## src/core/dswp_consts.vh

```
`ifndef DSWP_CONSTS_VH
`define DSWP_CONSTS_VH
// three-wire frame and byte geometry
`define DSWP_FRAME_BITS   24
`define DSWP_BYTE_BITS    8
`define DSWP_BIT_LAST     3'h7
`define DSWP_BIT_ACK      4'h8
// byte positions inside a frame or transaction
`define DSWP_IDX_ID       2'h0
`define DSWP_IDX_REG      2'h1
`define DSWP_IDX_DATA     2'h2
// target id: two fixed top bits, then five pin bits
`define DSWP_ID_FIXED     2'h1
`define DSWP_DIR_WRITE    1'h0
// last register before wrap-around
`define DSWP_ADDR_WRAP    8'h15
`define DSWP_ADDR_FIRST   8'h00
// write buffer
`define DSWP_FIFO_DEPTH   4
`define DSWP_FIFO_AW      2
`define DSWP_WORD_W       16
`endif

```

## src/core/dswp_top.v

```verilog
`timescale 1ns/1ps
// Functional notes
// - three-wire frame is 24 bits while enable high, data sampled on clock rise
// - 23 or fewer clock rises in one enable-high period write nothing
// - with 25 or more clocks, address advances after each whole byte
// - three-wire bytes are target id, register address, then data
// - trailing partial byte of a three-wire frame is dropped
// - after register 15h the next byte goes to register 00h
// - both two-wire lines rest high when idle; nobody pulls them low
// - data fall with clock high is start; data rise with clock high is stop
// - after start, any number of 8-bit bytes follow back to back
// - receiver pulls data low right after the eighth clock fall
// - receiver releases data at the ninth clock fall
// - first two-wire byte is 7-bit id msb first plus low direction bit
// - two-wire side accepts writes only, never drives read data
// - id top bits are 0 then 1, then the five select pins
`include "dswp_consts.vh"

module dswp_fifo #(
  parameter W  = 16,
  parameter D  = 4,
  parameter AW = 2
) (
  input  wire          sys_clk,
  input  wire          rst,
  input  wire          in_valid,
  output wire          in_ready,
  input  wire [W-1:0]  in_data,
  output wire          out_valid,
  input  wire          out_ready,
  output wire [W-1:0]  out_data
);
  reg  [W-1:0] mem [0:D-1];
  reg  [AW-1:0] wptr_ff;
  reg  [AW-1:0] rptr_ff;
  reg  [AW:0]   count_ff;
  wire          do_push = in_valid & in_ready;
  wire          do_pop  = out_valid & out_ready;

  assign in_ready  = (count_ff != D[AW:0]);
  assign out_valid = (count_ff != {(AW+1){1'b0}});
  assign out_data  = mem[rptr_ff];

  always @(posedge sys_clk) begin
    if (do_push) begin
      mem[wptr_ff] <= in_data;
    end
  end

  always @(posedge sys_clk or posedge rst) begin
    if (rst) begin
      wptr_ff  <= {AW{1'b0}};
      rptr_ff  <= {AW{1'b0}};
      count_ff <= {(AW+1){1'b0}};
    end else begin
      if (do_push) begin
        wptr_ff <= (wptr_ff == D[AW-1:0] - 1'b1) ? {AW{1'b0}} : wptr_ff + 1'b1;
      end
      if (do_pop) begin
        rptr_ff <= (rptr_ff == D[AW-1:0] - 1'b1) ? {AW{1'b0}} : rptr_ff + 1'b1;
      end
      count_ff <= count_ff + {{AW{1'b0}}, do_push} - {{AW{1'b0}}, do_pop};
    end
  end
endmodule // dswp_fifo

module dswp_top #(
  parameter FIFO_DEPTH = `DSWP_FIFO_DEPTH,
  parameter FIFO_AW    = `DSWP_FIFO_AW
) (
  input  wire       sys_clk,
  input  wire       rst,
  input  wire       if_select_i2c,
  input  wire       frame_enable_in,
  input  wire       serial_clk_in,
  input  wire       serial_data_in,
  input  wire       scl_in,
  input  wire       sda_in,
  output reg        sda_out_ff,
  output reg        sda_oe_ff,
  input  wire       addr_select_pin_4,
  input  wire       addr_select_pin_3,
  input  wire       addr_select_pin_2,
  input  wire       addr_select_pin_1,
  input  wire       addr_select_pin_0,
  output reg        reg_wr_valid_ff,
  input  wire       reg_wr_ready,
  output reg  [7:0] reg_wr_addr_ff,
  output reg  [7:0] reg_wr_data_ff,
  output reg        wr_overflow_ff
);
  localparam [3:0] ST_IDLE = 4'h1;
  localparam [3:0] ST_RX   = 4'h2;
  localparam [3:0] ST_ACK  = 4'h4;
  localparam [3:0] ST_SKIP = 4'h8;

  // every pin input passes two flops before use
  // reset to each line's idle level, so no false edge follows reset
  localparam [10:0] SYNC_IDLE = 11'h060;
  reg  [10:0] sync1_ff;
  reg  [10:0] sync2_ff;
  wire [10:0] pins_raw;
  assign pins_raw = {if_select_i2c, frame_enable_in, serial_clk_in, serial_data_in,
                     scl_in, sda_in, addr_select_pin_4, addr_select_pin_3,
                     addr_select_pin_2, addr_select_pin_1, addr_select_pin_0};

  genvar gi;
  generate
    for (gi = 0; gi < 11; gi = gi + 1) begin : g_sync
      always @(posedge sys_clk or posedge rst) begin
        if (rst) begin
          sync1_ff[gi] <= SYNC_IDLE[gi];
          sync2_ff[gi] <= SYNC_IDLE[gi];
        end else begin
          sync1_ff[gi] <= pins_raw[gi];
          sync2_ff[gi] <= sync1_ff[gi];
        end
      end
    end
  endgenerate
  reg        tw_clk_prev_ff;
  reg        scl_prev_ff;
  reg        sda_prev_ff;

  wire       mode_i2c = sync2_ff[10];
  wire       tw_en    = sync2_ff[9];
  wire       tw_clk   = sync2_ff[8];
  wire       tw_dat   = sync2_ff[7];
  wire       scl      = sync2_ff[6];
  wire       sda      = sync2_ff[5];
  wire [6:0] own_id   = {`DSWP_ID_FIXED, sync2_ff[4:0]};

  wire tw_rise = tw_clk & ~tw_clk_prev_ff;
  wire scl_rise = scl & ~scl_prev_ff;
  wire scl_fall = ~scl & scl_prev_ff;
  wire i2c_start = scl & scl_prev_ff & sda_prev_ff & ~sda;
  wire i2c_stop  = scl & scl_prev_ff & ~sda_prev_ff & sda;

  always @(posedge sys_clk or posedge rst) begin
    if (rst) begin
      tw_clk_prev_ff <= 1'b0;
      scl_prev_ff    <= 1'b1;
      sda_prev_ff    <= 1'b1;
    end else begin
      tw_clk_prev_ff <= tw_clk;
      scl_prev_ff    <= scl;
      sda_prev_ff    <= sda;
    end
  end

  function [7:0] next_addr(input [7:0] a);
    next_addr = (a == `DSWP_ADDR_WRAP) ? `DSWP_ADDR_FIRST : a + 8'h01;
  endfunction

  // fifo between both engines and the register port
  wire        fifo_in_ready;
  wire        fifo_out_valid;
  wire [15:0] fifo_out_data;
  wire        fifo_pop = fifo_out_valid & (~reg_wr_valid_ff | reg_wr_ready);
  reg         tw_push_ff;
  reg  [15:0] tw_word_ff;
  reg         ic_push_ff;
  reg  [15:0] ic_word_ff;

  dswp_fifo #(
    .W  (`DSWP_WORD_W),
    .D  (FIFO_DEPTH),
    .AW (FIFO_AW)
  ) u_fifo (
    .sys_clk   (sys_clk),
    .rst       (rst),
    .in_valid  (tw_push_ff | ic_push_ff),
    .in_ready  (fifo_in_ready),
    .in_data   (ic_push_ff ? ic_word_ff : tw_word_ff),
    .out_valid (fifo_out_valid),
    .out_ready (~reg_wr_valid_ff | reg_wr_ready),
    .out_data  (fifo_out_data)
  );

  // three-wire engine
  reg  [7:0] tw_shift_ff;
  reg  [2:0] tw_bit_ff;
  reg  [1:0] tw_byte_ff;
  reg        tw_match_ff;
  reg  [7:0] tw_addr_ff;
  wire [7:0] tw_byte = {tw_shift_ff[6:0], tw_dat};
  wire       tw_take = tw_rise & tw_en & ~mode_i2c;

  always @(posedge sys_clk or posedge rst) begin
    if (rst) begin
      tw_shift_ff <= 8'h00;
      tw_bit_ff   <= 3'h0;
      tw_byte_ff  <= 2'h0;
      tw_match_ff <= 1'b0;
      tw_addr_ff  <= 8'h00;
      tw_push_ff  <= 1'b0;
      tw_word_ff  <= 16'h0000;
    end else begin
      tw_push_ff <= 1'b0;
      if (!tw_en || mode_i2c) begin
        // a partial byte dies with the frame
        tw_bit_ff   <= 3'h0;
        tw_byte_ff  <= 2'h0;
        tw_match_ff <= 1'b0;
      end else if (tw_take) begin
        tw_shift_ff <= tw_byte;
        tw_bit_ff   <= tw_bit_ff + 3'h1;
        if (tw_bit_ff == `DSWP_BIT_LAST) begin
          case (tw_byte_ff)
            `DSWP_IDX_ID: begin
              tw_match_ff <= (tw_byte[7:1] == own_id);
              tw_byte_ff  <= `DSWP_IDX_REG;
            end
            `DSWP_IDX_REG: begin
              tw_addr_ff <= tw_byte;
              tw_byte_ff <= `DSWP_IDX_DATA;
            end
            default: begin
              // third byte ends on the 24th rise, so short frames never push
              tw_push_ff <= tw_match_ff;
              tw_word_ff <= {tw_addr_ff, tw_byte};
              tw_addr_ff <= next_addr(tw_addr_ff);
            end
          endcase
        end
      end
    end
  end

  // two-wire engine
  reg  [3:0] ic_st_ff;
  reg  [3:0] nxt_ic_st;
  reg  [7:0] ic_shift_ff;
  reg  [7:0] nxt_ic_shift;
  reg  [3:0] ic_bit_ff;
  reg  [3:0] nxt_ic_bit;
  reg  [1:0] ic_byte_ff;
  reg  [1:0] nxt_ic_byte;
  reg  [7:0] ic_addr_ff;
  reg  [7:0] nxt_ic_addr;
  reg        nxt_sda_oe;
  reg        nxt_ic_push;
  reg        ic_ack;

  always @* begin
    nxt_ic_st    = ic_st_ff;
    nxt_ic_shift = ic_shift_ff;
    nxt_ic_bit   = ic_bit_ff;
    nxt_ic_byte  = ic_byte_ff;
    nxt_ic_addr  = ic_addr_ff;
    nxt_sda_oe   = sda_oe_ff;
    nxt_ic_push  = 1'b0;
    ic_ack       = 1'b0;
    if (!mode_i2c) begin
      nxt_ic_st  = ST_IDLE;
      nxt_sda_oe = 1'b0;
    end else if (i2c_stop) begin
      nxt_ic_st  = ST_IDLE;
      nxt_sda_oe = 1'b0;
    end else if (i2c_start) begin
      nxt_ic_st   = ST_RX;
      nxt_ic_bit  = 4'h0;
      nxt_ic_byte = `DSWP_IDX_ID;
      nxt_sda_oe  = 1'b0;
    end else begin
      case (ic_st_ff)
        ST_IDLE, ST_SKIP: begin
          nxt_sda_oe = 1'b0;
        end
        ST_RX: begin
          if (scl_rise && ic_bit_ff != `DSWP_BIT_ACK) begin
            nxt_ic_shift = {ic_shift_ff[6:0], sda};
            nxt_ic_bit   = ic_bit_ff + 4'h1;
          end else if (scl_fall && ic_bit_ff == `DSWP_BIT_ACK) begin
            case (ic_byte_ff)
              `DSWP_IDX_ID: begin
                // read requests are never answered
                ic_ack = (ic_shift_ff[7:1] == own_id) &&
                         (ic_shift_ff[0] == `DSWP_DIR_WRITE);
              end
              `DSWP_IDX_REG: begin
                ic_ack      = 1'b1;
                nxt_ic_addr = ic_shift_ff;
              end
              default: begin
                // full buffer: no ack, so the host sees the stall
                ic_ack      = fifo_in_ready;
                nxt_ic_push = fifo_in_ready;
              end
            endcase
            if (ic_ack) begin
              nxt_sda_oe = 1'b1;
              nxt_ic_st  = ST_ACK;
            end else begin
              nxt_ic_st = ST_SKIP;
            end
          end
        end
        ST_ACK: begin
          if (scl_fall) begin
            nxt_sda_oe = 1'b0;
            nxt_ic_st  = ST_RX;
            nxt_ic_bit = 4'h0;
            if (ic_byte_ff != `DSWP_IDX_DATA) begin
              nxt_ic_byte = ic_byte_ff + 2'h1;
            end
          end
        end
        default: begin
          nxt_ic_st  = ST_IDLE;
          nxt_sda_oe = 1'b0;
        end
      endcase
    end
  end

  always @(posedge sys_clk or posedge rst) begin
    if (rst) begin
      ic_st_ff    <= ST_IDLE;
      ic_shift_ff <= 8'h00;
      ic_bit_ff   <= 4'h0;
      ic_byte_ff  <= 2'h0;
      ic_addr_ff  <= 8'h00;
      sda_oe_ff   <= 1'b0;
      sda_out_ff  <= 1'b0;
      ic_push_ff  <= 1'b0;
      ic_word_ff  <= 16'h0000;
    end else begin
      ic_st_ff    <= nxt_ic_st;
      ic_shift_ff <= nxt_ic_shift;
      ic_bit_ff   <= nxt_ic_bit;
      ic_byte_ff  <= nxt_ic_byte;
      sda_oe_ff   <= nxt_sda_oe;
      sda_out_ff  <= 1'b0;
      ic_push_ff  <= nxt_ic_push;
      if (nxt_ic_push) begin
        ic_word_ff <= {ic_addr_ff, ic_shift_ff};
        ic_addr_ff <= next_addr(ic_addr_ff);
      end else begin
        ic_addr_ff <= nxt_ic_addr;
      end
    end
  end

  // registered write port, drained from the fifo
  always @(posedge sys_clk or posedge rst) begin
    if (rst) begin
      reg_wr_valid_ff <= 1'b0;
      reg_wr_addr_ff  <= 8'h00;
      reg_wr_data_ff  <= 8'h00;
      wr_overflow_ff  <= 1'b0;
    end else begin
      if (fifo_pop) begin
        reg_wr_valid_ff <= 1'b1;
        reg_wr_addr_ff  <= fifo_out_data[15:8];
        reg_wr_data_ff  <= fifo_out_data[7:0];
      end else if (reg_wr_ready) begin
        reg_wr_valid_ff <= 1'b0;
      end
      // three-wire host cannot be stalled; a lost byte is flagged
      wr_overflow_ff <= tw_push_ff & ~fifo_in_ready;
    end
  end
endmodule // dswp_top

```

## config.mk

```make
export PLATFORM = sky130hd
export DESIGN_NAME = dswp_top
export DESIGN_NICKNAME = d
export VERILOG_FILES = /design/src/core/dswp_top.v
export VERILOG_INCLUDE_DIRS = /design/src /design/src/core
export SDC_FILE = /design/constraint.sdc
export NUM_CORES = 1
export LEC_CHECK = 0
export BUFFER_PORTS_ARGS = -buffer_cell sky130_fd_sc_hd__buf_2
export CORE_MARGIN = 1
export CORE_UTILIZATION = 35
export DETAILED_ROUTE_END_ITERATION = 6
export GPL_TIMING_DRIVEN = 0
export PLACE_DENSITY = 0.56
export SYNTH_ARGS = -nofsm -noshare
export SYNTH_HDL_FRONTEND = slang
export SYNTH_HIERARCHICAL = 1
export SYNTH_SLANG_ARGS = --single-unit
```

## constraint.sdc

```tcl
create_clock -name sys_clk -period 5.4 [get_ports sys_clk]
set_clock_uncertainty 0.1 [all_clocks]
set_input_delay 0.54 -clock sys_clk [delete_from_list [all_inputs] [get_ports sys_clk]]
set_output_delay 0.54 -clock sys_clk [all_outputs]
set_load 0.05 [all_outputs]
```

==> results.toml <==
[worst_setup_path]
critPathMaxStageDelay_ps = 490
cp_top_family = "buffers and inverters"
cp.arrival_ps = 3300
path_buf_inv = 5
crit_type = "reg2reg"
worstSetupEndpointType = "register"
critPathMostFrequentCell = "inv_1"
cp_cell_sequence = "clkbuf_1 > clkbuf_1 > or2_2 > and2_4 > inv_1 > ha_1 > inv_1 > ha_1 > inv_1 > fa_1 > xnor2_1 > xnor2_1"
slowest_stage = "clkbuf_1"
cp-start-kind = "register"
required_ps = 5650
cp_max_fo = 10

[clock_tree]
clk_pin_slew_worst_paths_ps = 70
ctsResizeCount = 0
post_cts_buffers = 0
cts_tree = "done"
cts_buffers = 17
clockBufferDepth = 2
cts_sinks = 196
insertion_delay_ps = 430
h-tree-depth = 4
cts_root_buf = "clkbuf_16"

[flow_run]
cap_viol_max_count = 0

[logic_synthesis]
syn_area_mm2 = 0.00825
synth-seq-cells = 196
netlist.area_leader.share = 0.379
synthFlopType = "dfrtp_1"
syn_area_per_cell_um2 = 14.0
yosysMostFrequentCell = "dfrtp_1"
synth-seq-area-share = 0.635
synth_cells = 590
ys_warn_count = 6
yosys.area.top_type = "dfrtp_1"
synthTopCellsByArea = "dfrtp_1 38%, edfxtp_1 23%, mux2_2 9.0%"
async_flop_share = 0.673
synthTopCellsByCount = "125 x dfrtp_1, 66 x mux2_2, 64 x edfxtp_1"
synth_edf_count = 64
synth_cell_types = 68
synth_fp_nets = 623

[floorplan]
die_w_um = 155
rows = 55
core_area_mm2 = 0.0228
io-pin-count = 34
die_area_mm2 = 0.0242
initial_core_util = 0.361
fp.dieH_um = 155

[grt]
grt_use_total = 0.140
grt_pass1_vias = 5063
grt_max_degree = 70
antenna_found_initial = 0
grt_overflow_total = 0
grt_pass1_wl_mm = 26.0

[timing]
slew_headroom = 0.410
finalCritPeriodShare = 0.564
tightest_slew_ps = 876
setup_tns_ps = 0
fmax_ghz = 0.329
rsz0062_at_grt = "no"
min_period_ps = 3040
setup_viol = 0
slew_viol_final = 0
fin_ws_ps = 2360
whs_ps = 109
hold_viol = 0

[cells_and_area]
layout-drive-gt1-share = 0.282
fillers = 2192
multi_input_comb_area_mm2 = 0.00280
n_antenna_cell = 0
seqCellArea_mm2 = 0.00523
syn2layout_area_growth_pct = 14.2
nets = 676

[hold_path]
min_path_type = "in2reg"

[route]
drc = 0
wire_per_inst_um = 16.0
ant_nets = 0
drtIter0Drc = 208
via_per_inst = 4.87
vias = 4718
firstDrtPassIters = 5
detail_route.wirelength_mm = 15.5

[placed_design]
dp_hpwl_mm = 10.9
routabilityCongestion = 0.810
dp_slack_ps = 2320
portBuffers = 32

[status]
outcome = "complete, no violations"

[power]
power.density_mw_per_mm2 = 310
power_leakage_nw = 3.89
peakVddDrop_uv = 199
[flip-flops by register name, indices dropped and copies added, names as in the netlist, 2 cells and up]
signal,cells
ic_word_ff,16
ic_bit_ff,4
u_fifo/count_ff,3
reg_wr_addr_ff,8
ic_byte_ff,2
own_id,5
ic_addr_ff,8
reg_wr_data_ff,8
u_fifo/mem,64
tw_word_ff,16
sync1_ff,11
tw_bit_ff,3
tw_shift_ff,7
u_fifo/wptr_ff,2
ic_st_ff,4
u_fifo/rptr_ff,2
ic_shift_ff,8
tw_addr_ff,8
tw_byte_ff,2
[path summary, 6_finish.rpt]
check | start | endpoint | slack, ps | cells past startpoint
max | ic_push_ff | u_fifo/count_ff[2] | 2360 | 12
max reg2reg | ic_push_ff | u_fifo/count_ff[2] | 2360 | 12
max in group asynchronous | rst | scl_prev_ff | 3770 | 4
min | sda_in | sync1_ff[5] | 110 | 1
min in group asynchronous | rst | u_fifo/count_ff[2] | 520 | 3
min reg2reg | sync1_ff[9] | tw_en | 250 | 0
[logic make-up after synthesis]
family | Yosys count | share of synthesized area
xor+xnor | 15 | 0.0159
compound gates | 76 | 0.0557
simple gates | 147 | 0.0968
other cells | 1 | 0.000455
flops | 196 | 0.635
fa+ha+maj | 19 | 0.0297
mux | 87 | 0.141
buf+inv | 49 | 0.0255
[what timing repair did]
| item | CTS | global route |
|---|---|---|
| endpoints found under the setup margin | 0 | 0 |
| hold buffers | 1 | 0 |
| endpoints found under the hold margin | 7 | 0 |
[cells in the final DEF (no fill, tap or decap), types with 3 or more instances in the layout]
cell       instances
nand4_1            3
nand2b_1           6
buf_4              3
dfrtp_1          125
nor3b_1            3
dfstp_2            7
nor4_1             4
o21ai_1            4
inv_8              3
and3_1             4
nand3_1            8
inv_6              5
clkbuf_1          13
edfxtp_1          64
mux4_2            16
nor2_1            21
o21ai_0           30
ha_1              18
clkbuf_16         18
buf_2             37
xor2_1             6
nand2_1           53
mux2i_1            3
nor3_1             9
a21oi_1           19
xnor2_1            9
inv_1             25
mux2_2            66
nor2b_1            4
and3_2             4
nand3b_1           4
or3_1              3
[cell type report]
type,instances,area share
sequential,196,0.556
clock inverter,13,0.0118
timing repair buffer,34,0.0210
clock buffer,19,0.0493
tap,313,0.0416
buffer,23,0.0120
multi-input combinational,345,0.298
inverter,26,0.0109
[layer usage]
metal,track usage,wire (um),part of all wire
met4,0.0490,275,0.018
met5,0,0,0
met3,0.0295,454,0.029
met1,0.178,7270,0.47
met2,0.237,7510,0.48
[through the flow]
| stage | std cells | cell area (um^2) | power [mW] | utilization |
|---|---|---|---|---|
| finish | 969 | 9420 | 2.92 | 0.412 |
| global route | 969 | 9420 | 3.04 | 0.412 |
| CTS | 969 | 9420 | 2.96 | 0.412 |
| detailed placement | 936 | 8830 | 1.74 | 0.386 |
| global placement | 935 | 8800 | 1.73 | 0.385 |
| floorplan | 590 | 8250 | 1.69 | - |
[power breakdown]
group	switching (mW)	total, mW	internal, mW
logic	0.0476	0.0921	0.0445
registers	0.0487	1.61	1.56
clock network	0.573	1.22	0.645
total	0.670	2.92	2.25
Note: power is estimated with default switching activity, not from simulation.
